File: config.mk
export PLATFORM = sky130hd
export DESIGN_NAME = pwk_power_wake
export DESIGN_NICKNAME = d
export VERILOG_FILES = /design/src/pwk_pkg_unused_guard.sv /design/src/pwk_pkg.sv /design/src/pwk_power_wake.sv
export SDC_FILE = /design/constraint.sdc
export NUM_CORES = 1
export LEC_CHECK = 0
export BUFFER_PORTS_ARGS = -buffer_cell sky130_fd_sc_hd__buf_2
export CORE_MARGIN = 1.5
export CORE_UTILIZATION = 40
export CTS_CLUSTER_DIAMETER = 150
export CTS_CLUSTER_SIZE = 30
export DETAILED_ROUTE_END_ITERATION = 8
export MAX_ROUTING_LAYER = met4
export REMOVE_ABC_BUFFERS = 1
export SYNTH_ARGS = -nofsm -noshare
export SYNTH_HDL_FRONTEND = slang
export SYNTH_SLANG_ARGS = --single-unit
File: constraint.sdc
create_clock -name sys_clk -period 4 [get_ports sys_clk]
set_clock_uncertainty 0.2 [all_clocks]
set_input_delay 0.8 -clock sys_clk [delete_from_list [all_inputs] [get_ports sys_clk]]
set_output_delay 0.8 -clock sys_clk [all_outputs]
set_load 0.01 [all_outputs]
File: src/pwk_pkg_unused_guard.sv
// empty source unit of the power state block, holds no logic
// assumes nothing of its surroundings
`default_nettype none
`default_nettype wire

File: src/pwk_pkg.sv
// constants, register map and state type of the power state and wake block
// assumes a 40 MHz device clock and a 32-bit word register port
package pwk_pkg;

    // device clock and derived timing
    localparam int unsigned PWK_CLK_HZ = 40_000_000;
    localparam int unsigned PWK_WAKE_READY_MS = 2;
    // longest time: rounded down to whole cycles
    localparam int unsigned PWK_WAKE_READY_CYC =
        PWK_WAKE_READY_MS * (PWK_CLK_HZ / 1000);
    localparam int unsigned PWK_EVENT_PULSE_MS = 50;
    localparam int unsigned PWK_EVENT_PULSE_CYC =
        PWK_EVENT_PULSE_MS * (PWK_CLK_HZ / 1000);

    // register byte offsets
    localparam logic [7:0] PWK_OFF_POWER_CTRL = 8'h00;
    localparam logic [7:0] PWK_OFF_INTERRUPT_STATUS_REG = 8'h04;
    localparam logic [7:0] PWK_OFF_INT_EN = 8'h08;
    localparam logic [7:0] PWK_OFF_WAKE = 8'h0C;
    localparam logic [7:0] PWK_OFF_PHY_CTRL = 8'h10;

    // power_control_reg fields
    localparam int PWK_PC_READY_BIT = 0;
    localparam int PWK_PC_EVENT_EN_BIT = 1;
    localparam int PWK_PC_PULSE_SEL_BIT = 2;
    localparam int PWK_PC_WAKE_LAN_ENABLE_BIT = 3;
    localparam int PWK_PC_ENERGY_DETECT_ENABLE_BIT = 4;
    localparam int PWK_PC_WSRC_LSB = 5;
    localparam int PWK_PC_MODE_LSB = 12;

    // interrupt_status_reg and enable fields
    localparam int PWK_IS_EVENT_BIT = 0;
    localparam int PWK_IS_ENERGY_BIT = 1;

    // phy control register fields
    localparam int PWK_PHY_GEN_PD_BIT = 11;
    localparam int PWK_PHY_ED_PD_BIT = 13;

    // power_mode_field codes
    localparam logic [1:0] PWK_MODE_NORMAL = 2'h0;
    localparam logic [1:0] PWK_MODE_WAKE_LISTEN = 2'h1;
    localparam logic [1:0] PWK_MODE_ENERGY = 2'h2;

    // wake_source_status codes
    localparam logic [1:0] PWK_WSRC_NONE = 2'h0;
    localparam logic [1:0] PWK_WSRC_ENERGY = 2'h1;
    localparam logic [1:0] PWK_WSRC_FRAME = 2'h2;

    // reset values
    localparam logic PWK_READY_RST = 1'b1;
    localparam logic [1:0] PWK_INT_RST = 2'h0;

    typedef enum logic [1:0] {
        PWK_ST_NORMAL,
        PWK_ST_LISTEN,
        PWK_ST_ENERGY,
        PWK_ST_WAKING
    } pwk_state_t;

endpackage

File: src/pwk_power_wake.sv
// power state controller with wake-source reporting and event signal
// assumes a host register port synchronous to sys_clk, one-cycle strobes,
// and wake/energy detector inputs synchronous to sys_clk
//
// Decided for this implementation: the plain strobed port and the address map.
`timescale 1ns/1ps
`default_nettype none

// What this block does
// - writing mode 01 enters wake-listen sleep and gates MAC and host clocks.
// - writing mode 10 enters energy-detect sleep; all clocks stop.
// - entering either sleep clears ready until return to normal completes.
// - any write to wake register in sleep returns to normal, mode 00.
// - host writes ignored after reset or wake until one read occurs.
// - entering wake-listen arms wake frame detection automatically.
// - wake frame in wake-listen drives event if wake-LAN and event enabled.
// - wake frame in wake-listen loads wake source status with 10.
// - carrier in energy-detect loads 01; event if energy and event enabled.
// - carrier already present at energy-detect entry is reported at once.
// - power event sets event status bit regardless of event enable.
// - internal event interrupt holds until source status or enable cleared.
// - writing 1 clears event status once internal interrupt is gone.
// - pulse select set drives event output for 50 ms then releases.
// - pulse select clear holds event output until deactivated.
// - clearing source status, source enable or event enable drops event.
// - general PHY powerdown bit holds PHY down; clearing it resets PHY.
// - energy powerdown with no line energy powers PHY down, no transmit.
// - line energy powers PHY up and sets PHY energy interrupt flag.
// - ready sets 2 ms after the clock edge that takes the waking write.
module pwk_power_wake
    import pwk_pkg::*;
#(
    parameter int AW = 8,
    parameter int DW = 32,
    parameter int unsigned READY_DELAY_CYC = PWK_WAKE_READY_CYC,
    parameter int unsigned EVENT_PULSE_CYC = PWK_EVENT_PULSE_CYC
)
(
    input wire logic sys_clk,
    input wire logic rst,
    input wire logic [AW-1:0] reg_addr,
    input wire logic [DW-1:0] reg_wdata,
    input wire logic reg_wr,
    input wire logic reg_rd,
    output logic [DW-1:0] reg_rdata,
    input wire logic wake_frame_det,
    input wire logic line_energy_present,
    output logic ready,
    output logic mac_host_clk_en,
    output logic internal_clk_en,
    output logic rx_wake_armed,
    output logic event_out,
    output logic host_irq,
    output logic phy_power_down,
    output logic phy_tx_enable,
    output logic phy_auto_reset
);

    pwk_state_t state_q;
    pwk_state_t state_d;
    logic ready_q;
    logic ready_d;
    logic read_seen_q;
    logic [31:0] wake_cnt_q;
    logic [31:0] wake_cnt_d;
    logic event_en_q;
    logic pulse_sel_q;
    logic wake_lan_enable_q;
    logic energy_detect_enable_q;
    logic [1:0] wsrc_q;
    logic [1:0] wsrc_d;
    logic [1:0] interrupt_status_reg_q;
    logic [1:0] interrupt_status_reg_d;
    logic [1:0] int_en_q;
    logic gen_pd_q;
    logic ed_pd_q;
    logic energy_q;
    logic event_active_q;
    logic [31:0] pulse_cnt_q;
    logic [31:0] pulse_cnt_d;
    logic [DW-1:0] rdata_q;
    logic clk_en_q;
    logic int_clk_en_q;
    logic armed_q;
    logic event_q;
    logic irq_q;
    logic phy_pd_q;
    logic phy_tx_q;
    logic phy_rst_q;

    // address decode
    wire sel_pc = (reg_addr == AW'(PWK_OFF_POWER_CTRL));
    wire sel_is = (reg_addr == AW'(PWK_OFF_INTERRUPT_STATUS_REG));
    wire sel_ie = (reg_addr == AW'(PWK_OFF_INT_EN));
    wire sel_wake = (reg_addr == AW'(PWK_OFF_WAKE));
    wire sel_phy = (reg_addr == AW'(PWK_OFF_PHY_CTRL));

    wire sleeping = (state_q == PWK_ST_LISTEN) || (state_q == PWK_ST_ENERGY);
    wire awake = (state_q == PWK_ST_NORMAL) && ready_q;

    // ordinary writes need a prior read and a fully awake device
    wire wr_ok = reg_wr && read_seen_q && awake;
    wire pc_wr = wr_ok && sel_pc;
    wire is_wr = wr_ok && sel_is;
    wire ie_wr = wr_ok && sel_ie;
    wire phy_wr = wr_ok && sel_phy;
    wire wake_wr = reg_wr && sel_wake && sleeping;

    wire [1:0] wr_mode = reg_wdata[PWK_PC_MODE_LSB +: 2];
    wire [1:0] wr_wsrc_clr = reg_wdata[PWK_PC_WSRC_LSB +: 2];

    // wake detection, armed only in the matching sleep state
    wire detect_frame = (state_q == PWK_ST_LISTEN) && wake_frame_det;
    // level sampled every cycle so a carrier at entry is seen at once
    wire detect_energy = (state_q == PWK_ST_ENERGY) &&
        line_energy_present;

    // internal event interrupt follows source status and its enable
    wire pme_int = (wsrc_q[1] && wake_lan_enable_q) ||
        (wsrc_q[0] && energy_detect_enable_q);
    wire event_active = pme_int && event_en_q;
    wire event_rise = event_active && !event_active_q;

    wire energy_rise = ed_pd_q && line_energy_present && !energy_q;
    wire phy_down_now = gen_pd_q ||
        (ed_pd_q && !line_energy_present);

    wire [1:0] mode_code = (state_q == PWK_ST_LISTEN) ? PWK_MODE_WAKE_LISTEN :
        (state_q == PWK_ST_ENERGY) ? PWK_MODE_ENERGY : PWK_MODE_NORMAL;

    // register read values
    wire [DW-1:0] pc_word = (DW'(mode_code) << PWK_PC_MODE_LSB) |
        (DW'(wsrc_q) << PWK_PC_WSRC_LSB) |
        (DW'(energy_detect_enable_q) << PWK_PC_ENERGY_DETECT_ENABLE_BIT) |
        (DW'(wake_lan_enable_q) << PWK_PC_WAKE_LAN_ENABLE_BIT) |
        (DW'(pulse_sel_q) << PWK_PC_PULSE_SEL_BIT) |
        (DW'(event_en_q) << PWK_PC_EVENT_EN_BIT) |
        (DW'(ready_q) << PWK_PC_READY_BIT);
    wire [DW-1:0] phy_word = (DW'(ed_pd_q) << PWK_PHY_ED_PD_BIT) |
        (DW'(gen_pd_q) << PWK_PHY_GEN_PD_BIT);
    // while not awake only the power control register answers
    wire [DW-1:0] rd_word = sel_pc ? pc_word :
        !awake ? '0 :
        sel_is ? DW'(interrupt_status_reg_q) :
        sel_ie ? DW'(int_en_q) :
        sel_phy ? phy_word : '0;

    // state sequencing
    always_comb
    begin
        state_d = state_q;
        ready_d = ready_q;
        wake_cnt_d = wake_cnt_q;
        case (state_q)
            PWK_ST_NORMAL:
            begin
                if (pc_wr && wr_mode == PWK_MODE_WAKE_LISTEN)
                begin
                    state_d = PWK_ST_LISTEN;
                    ready_d = 1'b0;
                end
                else if (pc_wr && wr_mode == PWK_MODE_ENERGY)
                begin
                    state_d = PWK_ST_ENERGY;
                    ready_d = 1'b0;
                end
                // codes 00 and 11 keep the normal state
                else
                begin
                    state_d = PWK_ST_NORMAL;
                end
            end
            PWK_ST_LISTEN, PWK_ST_ENERGY:
            begin
                if (wake_wr)
                begin
                    state_d = PWK_ST_WAKING;
                    wake_cnt_d = READY_DELAY_CYC - 32'd1;
                end
            end
            PWK_ST_WAKING:
            begin
                if (wake_cnt_q == 32'd0)
                begin
                    state_d = PWK_ST_NORMAL;
                    ready_d = 1'b1;
                end
                else
                begin
                    wake_cnt_d = wake_cnt_q - 32'd1;
                end
            end
            default:
            begin
                state_d = PWK_ST_NORMAL;
            end
        endcase
    end

    // wake source: detection wins over a same-cycle clear
    always_comb
    begin
        wsrc_d = wsrc_q & ~(pc_wr ? wr_wsrc_clr : 2'h0);
        if (detect_frame)
        begin
            wsrc_d = PWK_WSRC_FRAME;
        end
        else if (detect_energy)
        begin
            wsrc_d = PWK_WSRC_ENERGY;
        end
    end

    // status bits: hardware set wins over write-one clear
    always_comb
    begin
        interrupt_status_reg_d = interrupt_status_reg_q & ~(is_wr ? reg_wdata[1:0] : 2'h0);
        if (pme_int)
        begin
            interrupt_status_reg_d[PWK_IS_EVENT_BIT] = 1'b1;
        end
        if (energy_rise)
        begin
            interrupt_status_reg_d[PWK_IS_ENERGY_BIT] = 1'b1;
        end
    end

    // event pulse timer
    always_comb
    begin
        pulse_cnt_d = pulse_cnt_q;
        if (!event_active)
        begin
            pulse_cnt_d = 32'd0;
        end
        else if (event_rise)
        begin
            pulse_cnt_d = EVENT_PULSE_CYC - 32'd1;
        end
        else if (pulse_cnt_q != 32'd0)
        begin
            pulse_cnt_d = pulse_cnt_q - 32'd1;
        end
    end

    wire event_d = event_active &&
        (!pulse_sel_q || event_rise || pulse_cnt_q != 32'd0);

    always_ff @(posedge sys_clk or posedge rst)
    begin
        if (rst)
        begin
            state_q <= PWK_ST_NORMAL;
            ready_q <= PWK_READY_RST;
            wake_cnt_q <= 32'd0;
            pulse_cnt_q <= 32'd0;
            wsrc_q <= PWK_WSRC_NONE;
            interrupt_status_reg_q <= PWK_INT_RST;
            event_active_q <= 1'b0;
            energy_q <= 1'b0;
        end
        else
        begin
            state_q <= state_d;
            ready_q <= ready_d;
            wake_cnt_q <= wake_cnt_d;
            pulse_cnt_q <= pulse_cnt_d;
            wsrc_q <= wsrc_d;
            interrupt_status_reg_q <= interrupt_status_reg_d;
            event_active_q <= event_active;
            energy_q <= line_energy_present;
        end
    end

    // read-before-write guard, re-armed by the waking write
    always_ff @(posedge sys_clk or posedge rst)
    begin
        if (rst)
        begin
            read_seen_q <= 1'b0;
        end
        else if (wake_wr)
        begin
            read_seen_q <= 1'b0;
        end
        else if (reg_rd)
        begin
            read_seen_q <= 1'b1;
        end
    end

    // software controls
    always_ff @(posedge sys_clk or posedge rst)
    begin
        if (rst)
        begin
            event_en_q <= 1'b0;
            pulse_sel_q <= 1'b0;
            wake_lan_enable_q <= 1'b0;
            energy_detect_enable_q <= 1'b0;
        end
        else if (pc_wr)
        begin
            event_en_q <= reg_wdata[PWK_PC_EVENT_EN_BIT];
            pulse_sel_q <= reg_wdata[PWK_PC_PULSE_SEL_BIT];
            wake_lan_enable_q <= reg_wdata[PWK_PC_WAKE_LAN_ENABLE_BIT];
            energy_detect_enable_q <= reg_wdata[PWK_PC_ENERGY_DETECT_ENABLE_BIT];
        end
    end

    always_ff @(posedge sys_clk or posedge rst)
    begin
        if (rst)
        begin
            int_en_q <= PWK_INT_RST;
        end
        else if (ie_wr)
        begin
            int_en_q <= reg_wdata[1:0];
        end
    end

    always_ff @(posedge sys_clk or posedge rst)
    begin
        if (rst)
        begin
            gen_pd_q <= 1'b0;
            ed_pd_q <= 1'b0;
        end
        else if (phy_wr)
        begin
            gen_pd_q <= reg_wdata[PWK_PHY_GEN_PD_BIT];
            ed_pd_q <= reg_wdata[PWK_PHY_ED_PD_BIT];
        end
    end

    // registered outputs
    always_ff @(posedge sys_clk or posedge rst)
    begin
        if (rst)
        begin
            rdata_q <= '0;
            clk_en_q <= 1'b1;
            int_clk_en_q <= 1'b1;
            armed_q <= 1'b0;
            event_q <= 1'b0;
            irq_q <= 1'b0;
            phy_pd_q <= 1'b0;
            phy_tx_q <= 1'b1;
            phy_rst_q <= 1'b0;
        end
        else
        begin
            rdata_q <= reg_rd ? rd_word : '0;
            clk_en_q <= (state_d == PWK_ST_NORMAL);
            int_clk_en_q <= (state_d != PWK_ST_ENERGY);
            armed_q <= (state_d == PWK_ST_LISTEN);
            event_q <= event_d;
            irq_q <= |(interrupt_status_reg_q & int_en_q);
            phy_pd_q <= phy_down_now;
            phy_tx_q <= !phy_down_now;
            phy_rst_q <= phy_wr && gen_pd_q &&
                !reg_wdata[PWK_PHY_GEN_PD_BIT];
        end
    end

    assign reg_rdata = rdata_q;
    assign ready = ready_q;
    assign mac_host_clk_en = clk_en_q;
    assign internal_clk_en = int_clk_en_q;
    assign rx_wake_armed = armed_q;
    assign event_out = event_q;
    assign host_irq = irq_q;
    assign phy_power_down = phy_pd_q;
    assign phy_tx_enable = phy_tx_q;
    assign phy_auto_reset = phy_rst_q;

endmodule

`default_nettype wire

==> results.txt <==
Die H: 121 um
# rows: 42
Post-Synth XOR/XNOR Area: 2.36%
Gate Count Post-Synth: 578
mapped cell area: 5560 sq um
sequential share of the synthesized area: 45.1%
Crit path required time: 4.06 ns
die width: 121 um
sw frac: 22.0%
setup TNS: 0 ns
drt via density: 5.78
initial detailed-routing violation count: 254
mux share of post-synthesis cell area: 2.70%
compound-cell area share of the yosys netlist: 16.3%
root buf cell: clkbuf_16
WP data arrival: 3.27 ns
predominant post-synthesis flop cell: dfrtp_1
pwr dens: 317 nW/um^2
net switching power: 431 uW
Crit Path Category: reg -> reg
Clock power frac: 45.5%
final slew viol count: 0
Top Ports: 87
post-CTS sizing: 0
clk buf depth: 2
met1 Use GR: 23.8%
most instantiated library cell after synthesis: dfrtp_1
worst skew pair latency: 0.35 ns
Async SR Flop Fraction: 100%
first-pass GRT wire length: 21.5 mm
top cell type's share of synthesized area: 43.2%
relative slew slack: 42.3%
crit start category: flop
Final Hold Viols: 0
setup bufs post-CTS: 0
busiest grt layer: met2
adder-cell area share of the yosys netlist: 1.57%
diodes inserted: 0
synth warn: 0
largest family of logic cells by synthesized area: simple AND/OR/NAND/NOR gates
# hold bufs at CTS: 0
post-route cell area: 6180 sq um
GP Congestion: 0.858
Final Cycle Share: 80.1%
drt first pass iters: 4
area leader, netlist: dfrtp_1
H-tree levels: 3
Post-Route WL: 12.8 mm
Leak: 0.00266 uW
status: finished, final reports clean
synth cell count leaders: 96 x dfrtp_1, 45 x a21oi_1, 44 x nor2_1
initial antenna violation count: 0
aggregate global routing overflow: 0
Max VDD drop: 0.000282 V
met2 usage: 30.1%
Hold Path Class: reg -> reg
area grow syn2layout: 11.1%
Fmax: 312 MHz
layout cells sized above 1: 15.8%
Worst Path Max Fanout: 9
CTS Sinks: 100
# nets final: 669
Post-DRT Antenna Nets: 0
Pint: 1530 uW
Clock transition at path regs: 0.07 ns
M3 GR Usage: 4.56%
die area: 14,600 sq um
core footprint: 13,400 sq um
Slew @ Worst Pin: 0.857 ns
FILL cells: 1,311
Flop pwr share: 51.6%
max-cap check violation count: 0
Tot GR Track Use: 18.7%
Netlist cell types: 59
Placement Cell Area: 5880 sq um
RSZ-0062 raised after global routing: false
Logic pwr share: 2.9%
DP HPWL: 8.95 mm
vias: 4,605
largest cells by area after synthesis: dfrtp_1 43%, or4_1 5.0%, a21oi_1 4.0%
Synth Area in Simple Gates: 26.0%
largest net degree at the start of global routing: 37
DR WL/cell: 16.1 um
post-synthesis register bit count: 100
vias in the first global route: 4,423
final setup fails: 0
initial core utilization: 41.5%
average footprint of a synthesized cell: 9.62 sq um
Final min period: 3.20 ns
crit path capture type: flop
TritonCTS Buffers: 9
Post-synth EDFFs: 0
TritonCTS clock tree: built
# port buffers: 42
DRC: 0
cell usage in the layout (no fill, tap or decap), types with 4 or more instances in the layout:
cell / netlist / layout
a21o_1: 4 / 4
buf_4: 22 / 9
nor2b_1: 5 / 5
and2_1: 8 / 8
xnor2_1: 8 / 8
buf_2: 2 / 42
nor4_1: 14 / 13
nand4b_1: 6 / 6
and4_1: 4 / 4
dfrtp_1: 96 / 96
nand3_1: 15 / 15
nor4_2: 3 / 4
and3_1: 5 / 5
a21oi_1: 45 / 45
conb_1: 1 / 22
or2_2: 8 / 8
inv_1: 13 / 12
ha_1: 7 / 7
o21ai_0: 27 / 27
clkbuf_16: 0 / 9
a22oi_1: 4 / 4
mux2i_1: 6 / 6
nor3_1: 18 / 18
nand2b_1: 6 / 6
or4_1: 37 / 37
nand4_1: 7 / 7
xor2_1: 7 / 7
nor2_1: 44 / 44
nand2_1: 28 / 28
or3_1: 24 / 24
mux2_2: 7 / 7
dfstp_2: 4 / 4
o31ai_1: 24 / 24
a31oi_1: 4 / 4
power groups by stage:
stage          clock network (uW)  logic [uW]  registers [uW]
6_report                      893        56.5            1010
2_1_floorplan                   0        30.7            1030
5_1_grt                       952        65.7            1010
3_5_place_dp                    0        57.9            1030
3_3_place_gp                    0        57.1            1030
4_1_cts                       918        58.1            1010
stage by stage:
stage,setup slack [ns],power [uW],hold slack [ns],utilization [%],instances
6_report,0.797,1960,0.233,46.1,797
5_1_grt,0.632,2030,0.280,46.1,797
4_1_cts,0.792,1990,0.235,46.1,797
3_5_place_dp,0.714,1090,0.219,43.9,781
3_3_place_gp,0.756,1090,0.218,43.9,781
2_1_floorplan,0.388,1060,0.210,-,554
path summary, 6_finish.rpt:
path,slack [ns],cells after the start,end,startpoint
setup reg to reg,0.80,5,pulse_cnt_q[1],pulse_cnt_q[20]
setup / recovery,0.80,5,pulse_cnt_q[1],pulse_cnt_q[20]
max in group asynchronous,2.52,3,phy_tx_enable,rst
hold / removal,0.23,1,interrupt_status_reg_q[1],energy_q
hold reg to reg,0.23,1,interrupt_status_reg_q[1],energy_q
min in group asynchronous,0.27,2,wake_cnt_q[4],rst
worst max-delay path, stage by stage (launching register included):
cell     delay (ns)
dfrtp_1        0.44
or4_1          0.69
or3_1          0.64
nor4_4         0.63
mux2_1         0.37
a21oi_1        0.14
area by class of cell:
cell class	count	area (sq um)	share of cell area (%)
well taps	176	220	3.56
clock inverters	5	61.3	0.992
clock buffers	11	243	3.93
multi-input cells	441	2820	45.6
inverters	13	51.3	0.830
repair buffers	51	278	4.49
flip-flops and latches	100	2510	40.6
cells by family after synthesis:
family | count (synthesis)
other | 1
multiplexers | 14
AO/OA/AOI/OAI | 138
buffers and inverters | 58
flip-flops | 100
XOR/XNOR | 15
adder cells (fa/ha/maj) | 7
AND/OR/NAND/NOR | 245
state kept, by name, summed over array words and instances (netlist names), 2 cells and up:
register	count
wake_cnt_q	32
interrupt_status_reg_q	2
state_q	2
int_en_q	2
reg_rdata	10
wsrc_q	2
pulse_cnt_q	32
per-layer routing:
layer | vias up | wire length, um
li1 | 2214 | -
met1 | 2290 | 5890
met2 | 89 | 6280
met3 | 12 | 497
met4 | 0 | 150
met5 | - | 0
No activity file was read; power rests on OpenSTA's default activity.
